**config.mk**
```make
export PLATFORM = sky130hd
export DESIGN_NAME = egress_queue_split_cfg
export DESIGN_NICKNAME = d
export VERILOG_FILES = /design/src/core/egress_pkg.sv /design/src/core/sched_cfg_if.sv /design/src/core/port_mode_resolve.sv /design/src/core/egress_sched.sv /design/src/core/egress_queue_split_cfg.sv
export VERILOG_INCLUDE_DIRS = /design/src /design/src/core
export SDC_FILE = /design/constraint.sdc
export NUM_CORES = 1
export LEC_CHECK = 0
export BUFFER_PORTS_ARGS = -buffer_cell sky130_fd_sc_hd__buf_2
export CAP_MARGIN = 20
export CORE_UTILIZATION = 50
export CTS_CLUSTER_DIAMETER = 200
export DETAILED_ROUTE_END_ITERATION = 8
export PLACE_DENSITY = 0.74
export SYNTH_ARGS = -nofsm -noshare
export SYNTH_HDL_FRONTEND = slang
export SYNTH_SLANG_ARGS = --single-unit
```
**constraint.sdc**
```tcl
create_clock -name CLK -period 7.89 [get_ports CLK]
set_input_delay 0.789 -clock CLK [delete_from_list [all_inputs] [get_ports CLK]]
set_output_delay 0.789 -clock CLK [all_outputs]
set_load 0.02 [all_outputs]
```
**src/core/egress_consts.svh**
```systemverilog
/*
  Offsets, field positions, reset values and bus codes of the egress queue weight block.
  Assumes inclusion by bare name from the files of this block only.
*/
`ifndef EGRESS_CONSTS_SVH
`define EGRESS_CONSTS_SVH

// Register indices; byte address is four times the index
`define EQW_IDX_P2Q3 10'h0B3
`define EQW_IDX_P2Q2 10'h0B4
`define EQW_IDX_P2Q1 10'h0B5
`define EQW_IDX_P2Q0 10'h0B6
`define EQW_IDX_P3Q3 10'h0B7
`define EQW_IDX_P3Q2 10'h0B8
`define EQW_IDX_P3Q1 10'h0B9
`define EQW_IDX_P3Q0 10'h0BA
`define EQW_IDX_CTRL 10'h0F0
`define EQW_IDX_STAT 10'h0F1

// Field layout of an egress_queue_weight register
`define EQW_MODE_BIT 7
`define EQW_MODE_RESET 1'b1
`define EQW_RSV_QUEUE_THREE 7'h08
`define EQW_RSV_Q2 7'h04
`define EQW_RSV_Q1 7'h02
`define EQW_RSV_QUEUE_ZERO 7'h01

// Control register fields
`define EQW_CTRL_GLOBAL_BIT 0
`define EQW_CTRL_P2_TWO_BIT 1
`define EQW_CTRL_P3_TWO_BIT 2
`define EQW_CTRL_RESET 3'h0

// AXI response codes
`define EQW_RESP_OKAY 2'h0
`define EQW_RESP_SLVERR 2'h2

`endif

```
**src/core/egress_pkg.sv**
```systemverilog
/*
  Types shared by the egress queue weight block.
  Assumes nothing of its surroundings.
*/
package egress_pkg;
  typedef enum logic [1:0] {
    MODE_STRICT = 2'b00,
    MODE_WEIGHT4 = 2'b01,
    MODE_WEIGHT2 = 2'b10
  } sched_mode_t;
endpackage

```
**src/core/sched_cfg_if.sv**
```systemverilog
/*
  Carrier between the configuration top and one port scheduler.
  Assumes one clock shared by both sides.
*/
`timescale 1ns/1ps
interface sched_cfg_if;
  egress_pkg::sched_mode_t mode;
  logic slot;
  logic [3:0] req;
  logic [3:0] grant;
  logic grant_valid;
  modport sched (input mode, input slot, input req, output grant, output grant_valid);
  modport cfg (output mode, output slot, output req, input grant, input grant_valid);
endinterface

```
**src/core/port_mode_resolve.sv**
```systemverilog
/*
  Resolves the four mode bits of one port into a scheduler mode.
  Assumes mode bits and control bits come from registers on the same clock.
*/
`timescale 1ns/1ps
module port_mode_resolve (
  input wire logic clk,
  input wire logic rst,
  input wire logic [3:0] mode_bits,
  input wire logic global_weight,
  input wire logic two_queue,
  output egress_pkg::sched_mode_t mode
);
  wire logic all_set = &mode_bits;
  wire logic all_clear = ~|mode_bits;
  wire logic weighted = all_set || (all_clear && global_weight);
  egress_pkg::sched_mode_t weight_mode;
  assign weight_mode = two_queue ? egress_pkg::MODE_WEIGHT2 : egress_pkg::MODE_WEIGHT4;
  // Mixed bits are a software fault; strict keeps service deterministic
  assign mode = weighted ? weight_mode : egress_pkg::MODE_STRICT;
endmodule // port_mode_resolve

```
**src/core/egress_sched.sv**
```systemverilog
/*
  Egress scheduler of one port: strict or weighted choice among four queues.
  Assumes queue requests and slot pulses come from logic on the same clock.
*/
`timescale 1ns/1ps
`include "egress_consts.svh"
module egress_sched (
  input wire logic clk,
  input wire logic rst,
  sched_cfg_if.sched cfg
);
  localparam logic [15:0] WEIGHTS = {4'(`EQW_RSV_QUEUE_THREE), 4'(`EQW_RSV_Q2), 4'(`EQW_RSV_Q1), 4'(`EQW_RSV_QUEUE_ZERO)};

  function automatic logic [3:0] pick_high(input logic [3:0] v);
    pick_high = v[3] ? 4'h8 : v[2] ? 4'h4 : v[1] ? 4'h2 : v[0] ? 4'h1 : 4'h0;
  endfunction

  logic [3:0] credit [4];
  logic [3:0] has_credit;
  logic [3:0] used3;
  wire logic weighted = cfg.mode != egress_pkg::MODE_STRICT;
  // Two-queue service uses the two lowest queues, weights 2 and 1
  wire logic [3:0] mask = (cfg.mode == egress_pkg::MODE_WEIGHT2) ? 4'h3 : 4'hF;
  wire logic [3:0] live = cfg.req & mask;
  wire logic [3:0] eligible = live & has_credit;
  wire logic reload = weighted && live != 4'h0 && eligible == 4'h0;
  wire logic [3:0] pick = !weighted ? pick_high(cfg.req) : reload ? pick_high(live) : pick_high(eligible);
  wire logic take = cfg.slot && pick != 4'h0;

  always_comb begin
    for (int i = 0; i < 4; i++) begin
      has_credit[i] = credit[i] != 4'h0;
    end
  end

  // Credits refill only when every live queue has spent its share
  always_ff @(posedge clk) begin
    for (int i = 0; i < 4; i++) begin
      if (rst || !weighted) begin
        credit[i] <= WEIGHTS[i*4 +: 4];
      end else if (take) begin
        credit[i] <= (reload ? WEIGHTS[i*4 +: 4] : credit[i]) - {3'h0, pick[i]};
      end
    end
  end

  always_ff @(posedge clk) begin
    if (rst) begin
      cfg.grant <= 4'h0;
      cfg.grant_valid <= 1'b0;
    end else begin
      cfg.grant_valid <= take;
      if (take) begin
        cfg.grant <= pick;
      end
    end
  end

  // Helper: top queue grants since the last refill
  always_ff @(posedge clk) begin
    if (rst || !weighted || (take && reload)) begin
      used3 <= (take && reload && pick[3]) ? 4'h1 : 4'h0;
    end else if (take && pick[3]) begin
      used3 <= used3 + 4'h1;
    end
  end
endmodule // egress_sched

```
**src/core/egress_queue_split_cfg.sv**
```systemverilog
/*
  Egress queue weight registers of ports 2 and 3 with their two schedulers, behind AXI4-Lite.
  Assumes one clock, a synchronous active-high reset, and queue requests and
  transmit slot pulses from switch logic on the same clock.
*/
// Added by the designer: register access over AXI4-Lite.
`timescale 1ns/1ps
`include "egress_consts.svh"
module egress_queue_split_cfg #(
  parameter int ADDR_W = 12
) (
  input wire logic CLK,
  input wire logic RST,
  input wire logic [ADDR_W-1:0] S_AXI_AWADDR,
  input wire logic S_AXI_AWVALID,
  output logic S_AXI_AWREADY,
  input wire logic [31:0] S_AXI_WDATA,
  input wire logic [3:0] S_AXI_WSTRB,
  input wire logic S_AXI_WVALID,
  output logic S_AXI_WREADY,
  output logic [1:0] S_AXI_BRESP,
  output logic S_AXI_BVALID,
  input wire logic S_AXI_BREADY,
  input wire logic [ADDR_W-1:0] S_AXI_ARADDR,
  input wire logic S_AXI_ARVALID,
  output logic S_AXI_ARREADY,
  output logic [31:0] S_AXI_RDATA,
  output logic [1:0] S_AXI_RRESP,
  output logic S_AXI_RVALID,
  input wire logic S_AXI_RREADY,
  input wire logic [3:0] P2_QUEUE_REQ,
  input wire logic P2_TX_SLOT,
  output logic [3:0] P2_GRANT,
  output logic P2_GRANT_VALID,
  input wire logic [3:0] P3_QUEUE_REQ,
  input wire logic P3_TX_SLOT,
  output logic [3:0] P3_GRANT,
  output logic P3_GRANT_VALID
);
  // Word index of a byte address; misaligned addresses never hit
  function automatic logic [9:0] word_of(input logic [ADDR_W-1:0] a);
    word_of = 10'(a >> 2);
  endfunction

  function automatic logic split_hit(input logic [ADDR_W-1:0] a);
    split_hit = a[1:0] == 2'b00 && word_of(a) >= `EQW_IDX_P2Q3 && word_of(a) <= `EQW_IDX_P3Q0;
  endfunction

  function automatic logic [2:0] split_slot(input logic [ADDR_W-1:0] a);
    split_slot = 3'(word_of(a) - `EQW_IDX_P2Q3);
  endfunction

  // Fixed weight field by queue; slot 0 is the top queue of port 2
  function automatic logic [6:0] rsv_of(input logic [2:0] k);
    case (k[1:0])
      2'd0: rsv_of = `EQW_RSV_QUEUE_THREE;
      2'd1: rsv_of = `EQW_RSV_Q2;
      2'd2: rsv_of = `EQW_RSV_Q1;
      default: rsv_of = `EQW_RSV_QUEUE_ZERO;
    endcase
  endfunction

  // Bit k holds the mode bit of slot k (p2q3..p2q0, p3q3..p3q0)
  logic [7:0] split_mode;
  logic [2:0] ctrl;
  logic aw_held;
  logic w_held;
  logic [ADDR_W-1:0] aw_addr;
  logic [7:0] w_byte;
  logic w_lane0;

  sched_cfg_if p2_if ();
  sched_cfg_if p3_if ();

  // Write path: address and data accepted in either order
  // Ready falls while a word is held, so a second address waits for the response
  assign S_AXI_AWREADY = !aw_held;
  assign S_AXI_WREADY = !w_held;
  wire logic aw_take = S_AXI_AWVALID && S_AXI_AWREADY;
  wire logic w_take = S_AXI_WVALID && S_AXI_WREADY;
  wire logic do_write = aw_held && w_held && !S_AXI_BVALID;
  wire logic wr_split = split_hit(aw_addr);
  wire logic [2:0] wr_slot = split_slot(aw_addr);
  wire logic wr_ctrl = aw_addr[1:0] == 2'b00 && word_of(aw_addr) == `EQW_IDX_CTRL;
  wire logic wr_stat = aw_addr[1:0] == 2'b00 && word_of(aw_addr) == `EQW_IDX_STAT;
  wire logic wr_known = wr_split || wr_ctrl || wr_stat;

  always_ff @(posedge CLK) begin
    if (RST) begin
      aw_held <= 1'b0;
      aw_addr <= '0;
    end else if (aw_take) begin
      aw_held <= 1'b1;
      aw_addr <= S_AXI_AWADDR;
    end else if (do_write) begin
      aw_held <= 1'b0;
    end
  end

  always_ff @(posedge CLK) begin
    if (RST) begin
      w_held <= 1'b0;
      w_byte <= 8'h00;
      w_lane0 <= 1'b0;
    end else if (w_take) begin
      w_held <= 1'b1;
      w_byte <= S_AXI_WDATA[7:0];
      w_lane0 <= S_AXI_WSTRB[0];
    end else if (do_write) begin
      w_held <= 1'b0;
    end
  end

  // Only the mode bit is stored; writes to the weight field are dropped
  always_ff @(posedge CLK) begin
    if (RST) begin
      split_mode <= {8{`EQW_MODE_RESET}};
      ctrl <= `EQW_CTRL_RESET;
    end else if (do_write && w_lane0) begin
      if (wr_split) begin
        split_mode[wr_slot] <= w_byte[`EQW_MODE_BIT];
      end
      if (wr_ctrl) begin
        ctrl <= w_byte[2:0];
      end
    end
  end

  always_ff @(posedge CLK) begin
    if (RST) begin
      S_AXI_BVALID <= 1'b0;
      S_AXI_BRESP <= `EQW_RESP_OKAY;
    end else if (do_write) begin
      S_AXI_BVALID <= 1'b1;
      S_AXI_BRESP <= wr_known ? `EQW_RESP_OKAY : `EQW_RESP_SLVERR;
    end else if (S_AXI_BREADY) begin
      S_AXI_BVALID <= 1'b0;
    end
  end

  // Read path: one outstanding read, data registered
  // A new address waits until the data is taken; this trades throughput for a small decoder
  assign S_AXI_ARREADY = !S_AXI_RVALID;
  wire logic ar_take = S_AXI_ARVALID && S_AXI_ARREADY;
  wire logic rd_split = split_hit(S_AXI_ARADDR);
  wire logic [2:0] rd_slot = split_slot(S_AXI_ARADDR);
  wire logic rd_ctrl = S_AXI_ARADDR[1:0] == 2'b00 && word_of(S_AXI_ARADDR) == `EQW_IDX_CTRL;
  wire logic rd_stat = S_AXI_ARADDR[1:0] == 2'b00 && word_of(S_AXI_ARADDR) == `EQW_IDX_STAT;
  wire logic [6:0] rsv_sel = rsv_of(rd_slot);
  wire logic [31:0] split_word = {24'h00_0000, split_mode[rd_slot], rsv_sel};
  wire logic [31:0] ctrl_word = {29'h0, ctrl};
  wire logic [31:0] stat_word = {20'h0_0000, p3_if.grant, p2_if.grant, 2'(p3_if.mode), 2'(p2_if.mode)};
  wire logic [31:0] rd_word = rd_split ? split_word :
    rd_ctrl ? ctrl_word :
    rd_stat ? stat_word :
    32'h0000_0000;
  wire logic rd_known = rd_split || rd_ctrl || rd_stat;

  always_ff @(posedge CLK) begin
    if (RST) begin
      S_AXI_RVALID <= 1'b0;
      S_AXI_RDATA <= 32'h0000_0000;
      S_AXI_RRESP <= `EQW_RESP_OKAY;
    end else if (ar_take) begin
      S_AXI_RVALID <= 1'b1;
      S_AXI_RDATA <= rd_word;
      S_AXI_RRESP <= rd_known ? `EQW_RESP_OKAY : `EQW_RESP_SLVERR;
    end else if (S_AXI_RREADY) begin
      S_AXI_RVALID <= 1'b0;
    end
  end

  // Port schedulers
  port_mode_resolve p2_mode (
    .clk(CLK),
    .rst(RST),
    .mode_bits(split_mode[3:0]),
    .global_weight(ctrl[`EQW_CTRL_GLOBAL_BIT]),
    .two_queue(ctrl[`EQW_CTRL_P2_TWO_BIT]),
    .mode(p2_if.mode)
  );

  port_mode_resolve p3_mode (
    .clk(CLK),
    .rst(RST),
    .mode_bits(split_mode[7:4]),
    .global_weight(ctrl[`EQW_CTRL_GLOBAL_BIT]),
    .two_queue(ctrl[`EQW_CTRL_P3_TWO_BIT]),
    .mode(p3_if.mode)
  );

  assign p2_if.slot = P2_TX_SLOT;
  assign p2_if.req = P2_QUEUE_REQ;
  assign p3_if.slot = P3_TX_SLOT;
  assign p3_if.req = P3_QUEUE_REQ;

  egress_sched p2_sched (
    .clk(CLK),
    .rst(RST),
    .cfg(p2_if)
  );

  egress_sched p3_sched (
    .clk(CLK),
    .rst(RST),
    .cfg(p3_if)
  );

  assign P2_GRANT = p2_if.grant;
  assign P2_GRANT_VALID = p2_if.grant_valid;
  assign P3_GRANT = p3_if.grant;
  assign P3_GRANT_VALID = p3_if.grant_valid;
endmodule // egress_queue_split_cfg

```
Word level (Yosys, flattened, before mapping)
Memories as Yosys holds them, arrays and structs flattened.
Index checks and enable logic that the tools add are counted.
{"block": "totals", "reg_bits": 82, "inputBits": 77, "mem_bits_rw": 32, "wordCells": 201, "romBits": 0, "out_inout_bits": 51, "memories": 2, "latch_bits": 0}
{"block": "op_classes", "n_bitwise": 12, "n_lt_le_gt_ge": 7, "n_shift": 0, "n_addsub": 10, "mux": 78, "n_eq_ne": 8, "div": 0, "n_reduce_logical": 68, "mul": 0}
{"name": "p2_sched.credit", "words": 4, "width": 4, "rd": 4, "rd_clocked_by_memory_dff": 0, "write_ports": 4, "line": "egress_sched.sv:18", "source": "logic [3:0] credit [4];"}
{"name": "p3_sched.credit", "words": 4, "width": 4, "rd": 4, "rd_clocked_by_memory_dff": 0, "write_ports": 4, "line": "egress_sched.sv:18"}
{"op": "two-way mux 4 bit", "n": 40}
{"op": "nonzero test 4 bit", "n": 12}
{"op": "== test 10 x 8 -> 1 bit, second input constant", "n": 4}
{"op": "two-way mux 12 bit", "n": 3}
{"op": "subtractor 4 x 1 -> 4 bit", "n": 8}
{"op": "two-way mux 1 bit", "n": 25}
{"op": "logical AND 1 bit", "n": 23}
{"op": "greater-or-equal comparator 10 x 8 -> 1 bit, second input constant", "n": 2}
{"op": "less-or-equal comparator 10 x 8 -> 1 bit, second input constant", "n": 2}
{"op": "AND 4 bit", "n": 4}
{"op": "two-way mux 2 bit", "n": 6}
{"op": "case mux 4 bit (3 select lines)", "n": 1}
{"op": "nonzero test 2 bit", "n": 6}
{"op": "bitwise mux 8 bit", "n": 1}
{"op": "logical NOT 1 bit", "n": 8}
{"op": "logical NOT 4 bit", "n": 2}
{"op": "logical OR 1 bit", "n": 8}
{"op": "less-than comparator 3 x 4 -> 1 bit, second input constant", "n": 2}
{"op": "OR 1 bit", "n": 8}
{"op": "AND reduction 4 bit", "n": 2}
{"op": "OR reduction 4 bit", "n": 2}
{"op": "== test 2 bit, second input constant", "n": 3}
{"op": "logical NOT 2 bit", "n": 3}
{"op": "subtractor 3 x 2 -> 3 bit, second input constant", "n": 2}
{"op": "other kinds (5)", "n": 6}

Longest topological paths before layout
Gate-level depths: netlist (run 1).
{"block": "logic_depth", "ltp_word": 21, "mapped_depth": 14, "depth_no_buf": 12}

Cells and area by module
A second synthesis (run 1) with hierarchy kept.
{"block": "unflattened", "hier_cells": 548, "area_unflattened_um2": 5038.6}
{"mod": "egress_sched", "cells_per_inst": 140, "seq_area_each_um2": 580.6, "instances": 2, "area_per_inst_um2": 1340.0}
{"mod": "egress_queue_split_cfg", "cells_per_inst": 254, "seq_area_each_um2": 920.9, "instances": 1, "area_per_inst_um2": 2270.9}
{"mod": "port_mode_resolve", "cells_per_inst": 7, "seq_area_each_um2": 0.0, "instances": 2, "area_per_inst_um2": 43.8}

Least setup slack after synthesis (run 1)
Ideal clock, no wire load.
{"block": "synth_path", "kind": "reg2reg", "startpoint": "memory p3_sched.credit[2][2]", "endpoint": "memory p3_sched.credit[3][2] (data pin)", "setup_slack_ps": 4944, "n_path_buf": 1, "arrival_time_ps": 2693, "setup_time_ps": 252, "period_less_slack_ps": 2946, "t_required_ps": 7638, "stages_incl_launch_ff": 14, "cell_sequence": "edfxtp_1 > or4_1 > a21boi_2 > o21ai_2 > or2_1 > clkbuf_1 > nand2_1 > ha_1 > ha_1 > nand2b_1 > nor2_1 > o211ai_1 > o31a_1 > nand2_1"}
{"element": "start, declared", "line": "egress_sched.sv:18"}

==> results of run 1 <==
final cells by class:
class / instances / area, um2
clock buffers: 11 / 141
well taps: 133 / 166
fillers: 891 / 4110
inverters: 19 / 71.3
repair buffers: 76 / 385
clock inverters: 5 / 80.1
multi-input cells: 446 / 2740
flip-flops and latches: 88 / 2080
placed cells by master, fill, tap and decap left out, types with 5 or more instances in the layout:
master	instances
mux2i_1	17
o21ai_1	7
clkbuf_8	10
xor2_1	9
conb_1	22
buf_2	74
dfxtp_1	56
nor2_1	82
o41ai_1	5
a22oi_1	7
o31a_1	5
a21oi_1	26
inv_1	17
nor3_1	25
o31ai_1	5
o211ai_1	6
nor2b_1	13
edfxtp_1	32
nand3_1	11
nand2b_1	8
nand2_1	87
ha_1	27
state kept, by name, summed over array words and instances (netlist names):
register,cells
S_AXI_RRESP,1
p2_sched.credit,16
p2_sched.cfg.grant_valid,1
p2_sched.cfg.grant,4
w_lane0,1
S_AXI_RDATA,12
S_AXI_BVALID,1
p3_sched.cfg.grant,4
aw_addr,12
split_mode,8
p3_sched.cfg.grant_valid,1
w_held,1
ctrl,3
S_AXI_RVALID,1
p3_sched.credit,16
w_byte,4
S_AXI_BRESP,1
aw_held,1
worst paths after layout:
kind,slack [ns],startpoint,endpoint,cells after the start
hold reg to reg,0.46,aw_addr[6],aw_addr[6],2
setup / recovery,4.65,p3_sched.credit[2][2],p3_sched.credit[3][2],12
setup reg to reg,4.65,p3_sched.credit[2][2],p3_sched.credit[3][2],12
hold / removal,0.46,aw_addr[6],aw_addr[6],2
power groups by stage:
| stage | clock network, mW | registers (mW) | logic, mW |
|---|---|---|---|
| after floorplan | 0 | 0.523 | 0.107 |
| after global placement | 0 | 0.521 | 0.140 |
| after detailed placement | 0 | 0.522 | 0.144 |
| after CTS | 0.354 | 0.512 | 0.145 |
| after global routing | 0.371 | 0.515 | 0.165 |
| final | 0.345 | 0.512 | 0.145 |
worst max-delay path: stages (launching register included):
cell and delay [ns]:
edfxtp_1 0.47, or4_1 0.60, a21boi_2 0.29, o21ai_2 0.17, or2_1 0.38, nand2_1 0.12
ha_1 0.19, ha_1 0.18, nand2b_1 0.16, nor2_1 0.06, o211ai_1 0.18, o31a_1 0.16
nand2_1 0.05
layer usage:
| layer | global-route usage | routed length [um] | vias up | share of wire |
|---|---|---|---|---|
| li1 | - | - | 2142 | - |
| met2 | 0.378 | 5310 | 120 | 0.48 |
| met4 | 0.0846 | 219 | 0 | 0.020 |
| met1 | 0.287 | 5050 | 1979 | 0.45 |
| met3 | 0.0353 | 515 | 19 | 0.046 |
| met5 | 0 | 0 | - | 0 |
cell families after synthesis:
logic type                 count (synthesis)  synth area share
adders and majority gates                 27            0.0668
DFF                                       88             0.412
muxes                                     20            0.0448
other                                      1          0.000742
buffers and inverters                     59            0.0619
AOI/OAI and AO/OA                        107             0.158
xor gates and xnor gates                  12            0.0208
and+or+nand+nor                          258             0.235
through the flow:
step                      area, um2   util
final                          5660  0.579
after global routing           5660  0.579
after CTS                      5660  0.579
after detailed placement       5440  0.557
after global placement         5440  0.557
after floorplan                5130      -
==> impl_metrics.toml, run 1 <==
[global_routing]
grt_max_degree = 53
antenna_found_initial = 0
grt_pass1_wl_um = 18400
grt_use_total = 0.223
gr-total-overflow = 0
grt_pass1_vias = 4041

[cells_and_area]
final_net_count = 744
drive_gt1_frac = 0.164
n_antenna_cell = 0
area_growth_pct = 12.1
finalNonFillerCells = 778

[clocking]
path_clk_slew_ns = 0.08
cts_tree = "yes"
clockBufferDepth = 2
cts_max_level = 3
cts_root_buf = "clkbuf_8"
cts_setup_buffers = 0
clk_latency_ns = 0.35
cts_resized = 0
numClockSinks = 88
cts_hold_buf = 0
cts_inserted_buffers = 9

[synthesis]
synth_edf_count = 32
yosys-top-cells-count = "nand2_1, nor2_1, dfxtp_1, edfxtp_1, ha_1"
netlist_instances = 572
synth.most_common_cell = "nand2_1"
synth_area_leaders = "dfxtp_1, edfxtp_1, ha_1"
yosys_register_bits = 88
synthFlopType = "dfxtp_1"
seq_area_frac_synth = 0.412
synth_cell_types = 72
yosysWarnings = 0
synthArstFlopShare = 0
yosys.area.top_type_share = 0.222
synth.avg_cell_area_um2 = 8.83
synth_area_leader_cell = "dfxtp_1"
syn_area_um2 = 5050

[timing]
slew_headroom = 0.277
setup_viol = 0
skew_ns = 0.0149
rsz0062_at_grt = "false"
fin_tns_setup_ns = 0
fin_crit_sh = 0.411
drv_slew = 0
fin_crit_ns = 3.24
fmax_mhz = 309
hold_slack_ns = 0.455
fin_ws_ns = 4.65
hold_viol_final = 0
tightest_slew_ns = 1.08

[placed_design]
port_buffers = 74
pre_cts_ws_ns = 4.66
place.gp.congestion = 0.878
placedCellCount = 762
dp_hpwl_um = 8330

[setup_path]
cp.required_ns = 8.00
startpoint_type = "register"
cp_data_arrival_time_ns = 3.35
critPathCaptureType = "register"
path_max_fanout = 7
worstSetupPathType = "register to register"

[power_and_ir_drop]
p_sw_uw = 269
p_per_area_nw_per_um2 = 177
intPower_uw = 733
seqPwrFrac = 0.511
clkPwrFrac = 0.344
vdd.ir_drop.worst_uv = 102
power.leakage_nw = 2.32
p_total_mw = 1.00
p_comb_frac = 0.145
p_sw_frac = 0.269

[route]
first_pass_iters = 5
num_vias = 4260
drt_iter0_drc = 232
vias_per_cell = 5.48
wl_um = 11100
ant_nets = 0
drc_errors = 0
wl_per_cell_um = 14.3

[min_path]
hp-class = "register to register"

[run_status]
status = "finished, final reports clean"

[job]
drv_cap = 0

[floorplanning]
die_x_um = 103
initial_utilization = 0.517
core-area_um2 = 9770
num_io_pins = 128
fp.dieArea_um2 = 10500
die_h_um = 103
row_count = 36
Note: power is estimated with default switching activity, not from simulation.
==> inputs of run 2 (changes only) <==
- clock period: 7.89 -> 3.2 ns (I/O delays scaled with it)
==> impl_metrics.toml, run 2 (same netlist as run 1, synthesis figures left out) <==
[floorplanning]
num_io_pins = 128
die_h_um = 103
row_count = 36
initial_utilization = 0.517
die_x_um = 103
fp.dieArea_um2 = 10500
core-area_um2 = 9770

[timing]
hold_viol_final = 0
slew_headroom = 0.495
hold_slack_ns = 0.138
fin_crit_sh = 0.945
fin_tns_setup_ns = 0
fmax_mhz = 331
setup_viol = 0
tightest_slew_ns = 0.756
drv_slew = 0
rsz0062_at_grt = "false"
fin_crit_ns = 3.02
skew_ns = 0.00810

[setup_path]
cp_data_arrival_time_ns = 3.15
reg2reg_setup_slack_ns = 0.18
critPathCaptureType = "register"
worstSetupPathType = "register to register"
timing.rr.end = "p3_sched.credit[3][2]"
cp.required_ns = 3.32
path_max_fanout = 6
r2r_cells = 12
startpoint_type = "register"
crit_start = "p3_sched.credit[2][2]"
cp-endpoint = "p3_sched.credit[3][2]"
reg2reg_from = "p3_sched.credit[2][2]"

[clocking]
cts_resized = 0
clockBufferDepth = 2
cts_setup_buffers = 0
cts_root_buf = "clkbuf_8"
numClockSinks = 88
cts_tree = "yes"
cts_max_level = 3
clk_latency_ns = 0.36
cts_inserted_buffers = 9
cts_hold_buf = 0
path_clk_slew_ns = 0.09

[placed_design]
placed_area_um2 = 5550
place.gp.congestion = 0.894
placedCellCount = 776
dp_hpwl_um = 8550
port_buffers = 74

[global_routing]
gr-total-overflow = 0
antenna_found_initial = 0
grt_use_total = 0.222
grt_pass1_wl_um = 18200
grt_max_degree = 48
grt_pass1_vias = 3963

[cells_and_area]
top_regs = "p2_sched.credit: 16 flops, p3_sched.credit: 16 flops"
final_net_count = 758
final_util = 0.587
n_antenna_cell = 0
finalNonFillerCells = 792
area_growth_pct = 13.5
final_common_cell = "nand2_1"
final_cell_area_um2 = 5740
drive_gt1_frac = 0.182
fill_cells = 869
final_cell_mix = "nand2_1, nor2_1, buf_2, dfxtp_1, edfxtp_1"

[route]
top_layer = "met4"
num_vias = 4351
drc_errors = 0
wl_met1_um = 5120
ant_nets = 0
met2WireLength_um = 5340
wl_um = 11200
dr_wl_met3_um = 583
drt_iter0_drc = 218
wl_per_cell_um = 14.1
vias_per_cell = 5.49
first_pass_iters = 5

[power_and_ir_drop]
vdd.ir_drop.worst_uv = 211
power.leakage_nw = 2.38
p_per_area_nw_per_um2 = 413

[min_path]
hp-class = "input pin to register"

[job]
drv_cap = 0

[run_status]
status = "finished, final reports clean"
==> run 2: cell count changes in the layout (fill, tap and decap cells not counted) <==
cell / previous run / this run
inv_6: 0 / 2
clkinv_1: 1 / 2
clkbuf_8: 10 / 9
clkbuf_16: 0 / 1
clkbuf_1: 1 / 0
buf_4: 2 / 16
clkinv_2: 1 / 2
bufinv_16: 2 / 0
clkinv_4: 0 / 1
clkinvlp_4: 2 / 0
==> run 2: metrics by stage <==
stage	total power, mW	worst slack, ns
6_report	2.37	0.177
5_1_grt	2.49	0.0115
4_1_cts	2.38	0.177
3_5_place_dp	1.65	0.216
3_3_place_gp	1.64	0.286
2_1_floorplan	1.55	0.254
==> run 2: worst min-delay path by stage <==
stage / startpoint / to / slack, ns / cells after the start
after floorplan: S_AXI_RREADY / S_AXI_RVALID / 0.42 / 1
after global placement: aw_addr[6] / aw_addr[6] / 0.44 / 2
after detailed placement: aw_addr[10] / aw_addr[10] / 0.45 / 2
after CTS: S_AXI_RREADY / S_AXI_RVALID / 0.12 / 2
after global routing: S_AXI_RREADY / S_AXI_RVALID / 0.14 / 2
final: S_AXI_RREADY / S_AXI_RVALID / 0.14 / 2
==> run 2: cell type report <==
class | instances | area (um2) | area share
clock buffer | 10 | 149 | 0.0260
tap | 133 | 166 | 0.0290
timing repair buffer | 90 | 490 | 0.0855
clock inverter | 6 | 40.0 | 0.00698
multi-input combinational | 446 | 2740 | 0.477
sequential | 88 | 2080 | 0.363
inverter | 19 | 71.3 | 0.0124
==> run 2: critical path: stages, from the launching register on <==
cell and delay (ns):
edfxtp_1 0.47, or4_1 0.60, a21boi_2 0.20, o21ai_2 0.08
or2_1 0.35, nand2_1 0.12, ha_1 0.20, ha_1 0.19
nand2b_1 0.15, nor2_1 0.05, o211ai_1 0.17, o31a_1 0.15
nand2_1 0.05
==> run 2: power by group <==
| group | switching, mW | leakage, nW | internal [mW] |
|---|---|---|---|
| combinational | 0.231 | 1.50 | 0.137 |
| sequential | 0.0447 | 0.783 | 1.22 |
| clock | 0.409 | 0.0996 | 0.331 |
==> run 2: metal layers <==
layer	vias to the layer above	GRT usage
li1	2176	-
met1	2037	0.285
met2	125	0.369
met3	13	0.0427
met4	0	0.0912
met5	-	0
==> inputs of run 3 (changes only) <==
- clock period: 3.2 -> 3.1 ns (I/O delays scaled with it)
==> impl_metrics.toml, run 3 (same netlist as run 1, synthesis figures left out) <==
[run_status]
status = "finished, final reports clean"

[cells_and_area]
area_growth_pct = 14.3
multi_input_area_um2 = 2770
top_regs = "p2_sched.credit: 16 flops, p3_sched.credit: 16 flops"
final_common_cell = "nand2_1"
final_net_count = 764
finalNonFillerCells = 798
final_cell_mix = "nand2_1, nor2_1, buf_2, dfxtp_1, edfxtp_1"
fill_cells = 868
final_util = 0.591
drive_gt1_frac = 0.192
n_antenna_cell = 0
regArea_um2 = 2080

[global_routing]
met2_usage = 0.390
use_met3 = 0.0393
met1_usage = 0.281
antenna_found_initial = 0
grt_pass1_wl_um = 18500
grt-busiest-layer = "met2"
gr-total-overflow = 0
grt_pass1_vias = 4118
grt_max_degree = 42
grt_use_total = 0.225

[power_and_ir_drop]
p_comb_frac = 0.164
p_sw_uw = 681
p_sw_frac = 0.287
power.leakage_nw = 2.40
vdd.ir_drop.worst_uv = 228
intPower_mw = 1.69
clkPwrFrac = 0.285
seqPwrFrac = 0.552
p_per_area_nw_per_um2 = 410

[route]
wl_per_cell_um = 14.5
num_vias = 4467
vias_per_cell = 5.60
drt_iter0_drc = 338
drc_errors = 0
wl_um = 11500
ant_nets = 0
first_pass_iters = 7

[timing]
drv_slew = 0
tightest_slew_ns = 0.717
hold_viol_final = 0
fin_crit_sh = 0.945
setup_viol = 0
fin_ws_ns = 0.170
fmax_mhz = 341
slew_headroom = 0.521
fin_crit_ns = 2.93
hold_slack_ns = 0.126
skew_ns = 0.0168
rsz0062_at_grt = "false"
fin_tns_setup_ns = 0

[placed_design]
dp_hpwl_um = 8670
placedCellCount = 778
pre_cts_ws_ns = 0.107
place.gp.congestion = 0.862
port_buffers = 74

[floorplanning]
die_x_um = 103
die_h_um = 103
fp.dieArea_um2 = 10500
initial_utilization = 0.517
row_count = 36
core-area_um2 = 9770
num_io_pins = 128

[clocking]
numClockSinks = 88
cts_root_buf = "clkbuf_8"
cts_inserted_buffers = 9
clk_latency_ns = 0.35
cts_tree = "yes"
path_clk_slew_ns = 0.09
clockBufferDepth = 2
cts_max_level = 3

[setup_path]
cp.required_ns = 3.20
worstSetupPathType = "register to register"
critPathCaptureType = "register"
path_max_fanout = 5
cp_data_arrival_time_ns = 3.03
startpoint_type = "register"

[job]
drv_cap = 0

[min_path]
hp-class = "input pin to register"
==> run 3: area by class of cell <==
cell class,instances,share of cell area
Sequential cell,88,0.360
Timing Repair Buffer,96,0.0927
Clock inverter,5,0.00455
Inverter,19,0.0123
Tap cell,133,0.0288
Multi-Input combinational cell,446,0.479
Clock buffer,11,0.0227
==> run 3: power groups by stage <==
stage,Combinational [mW],Sequential [mW],Clock [mW]
floorplan,0.272,1.33,0
global placement,0.367,1.33,0
detailed placement,0.378,1.33,0
CTS,0.381,1.30,0.694
global route,0.436,1.31,0.753
finish,0.388,1.31,0.674
==> run 3: stage by stage <==
stage | power [mW] | cell area, um2
after floorplan | 1.60 | 5130
after global routing | 2.50 | 5780
after CTS | 2.38 | 5720
final | 2.37 | 5780
after global placement | 1.69 | 5560
after detailed placement | 1.71 | 5560
==> run 3: timing repair <==
action | in CTS | in global routing
hold buffers | 0 | 0
buffers inserted | 0 | 4
gates resized for setup | 0 | 5
setup endpoints to repair | 0 | 4
==> run 3: worst max-delay path, cell delays in order, from the launching register on <==
cell	delay, ns
dfxtp_1	0.34
or3_1	0.44
o31ai_2	0.38
nand3_1	0.17
or2_4	0.30
nand2_1	0.08
ha_1	0.19
ha_1	0.20
nand2b_1	0.16
nor2_1	0.05
o211ai_1	0.17
o31a_1	0.15
nand2_1	0.05
==> run 3: routing by layer <==
| metal | part of all wire | routed length, um | up-vias |
|---|---|---|---|
| met5 | 0 | 0 | - |
| li1 | - | - | 2186 |
| met3 | 0.060 | 695 | 17 |
| met2 | 0.48 | 5580 | 168 |
| met4 | 0.018 | 213 | 0 |
| met1 | 0.44 | 5050 | 2096 |
==> run 3: path summary, 6_finish.rpt <==
check | start | endpoint | slack [ns] | depth (start not counted)
worst max-delay path | split_mode[4] | p3_sched.credit[3][2] | 0.17 | 12
worst min-delay path | S_AXI_RREADY | S_AXI_RVALID | 0.13 | 2
worst max register to register | split_mode[4] | p3_sched.credit[3][2] | 0.17 | 12
worst min register to register | aw_addr[9] | aw_addr[9] | 0.46 | 2
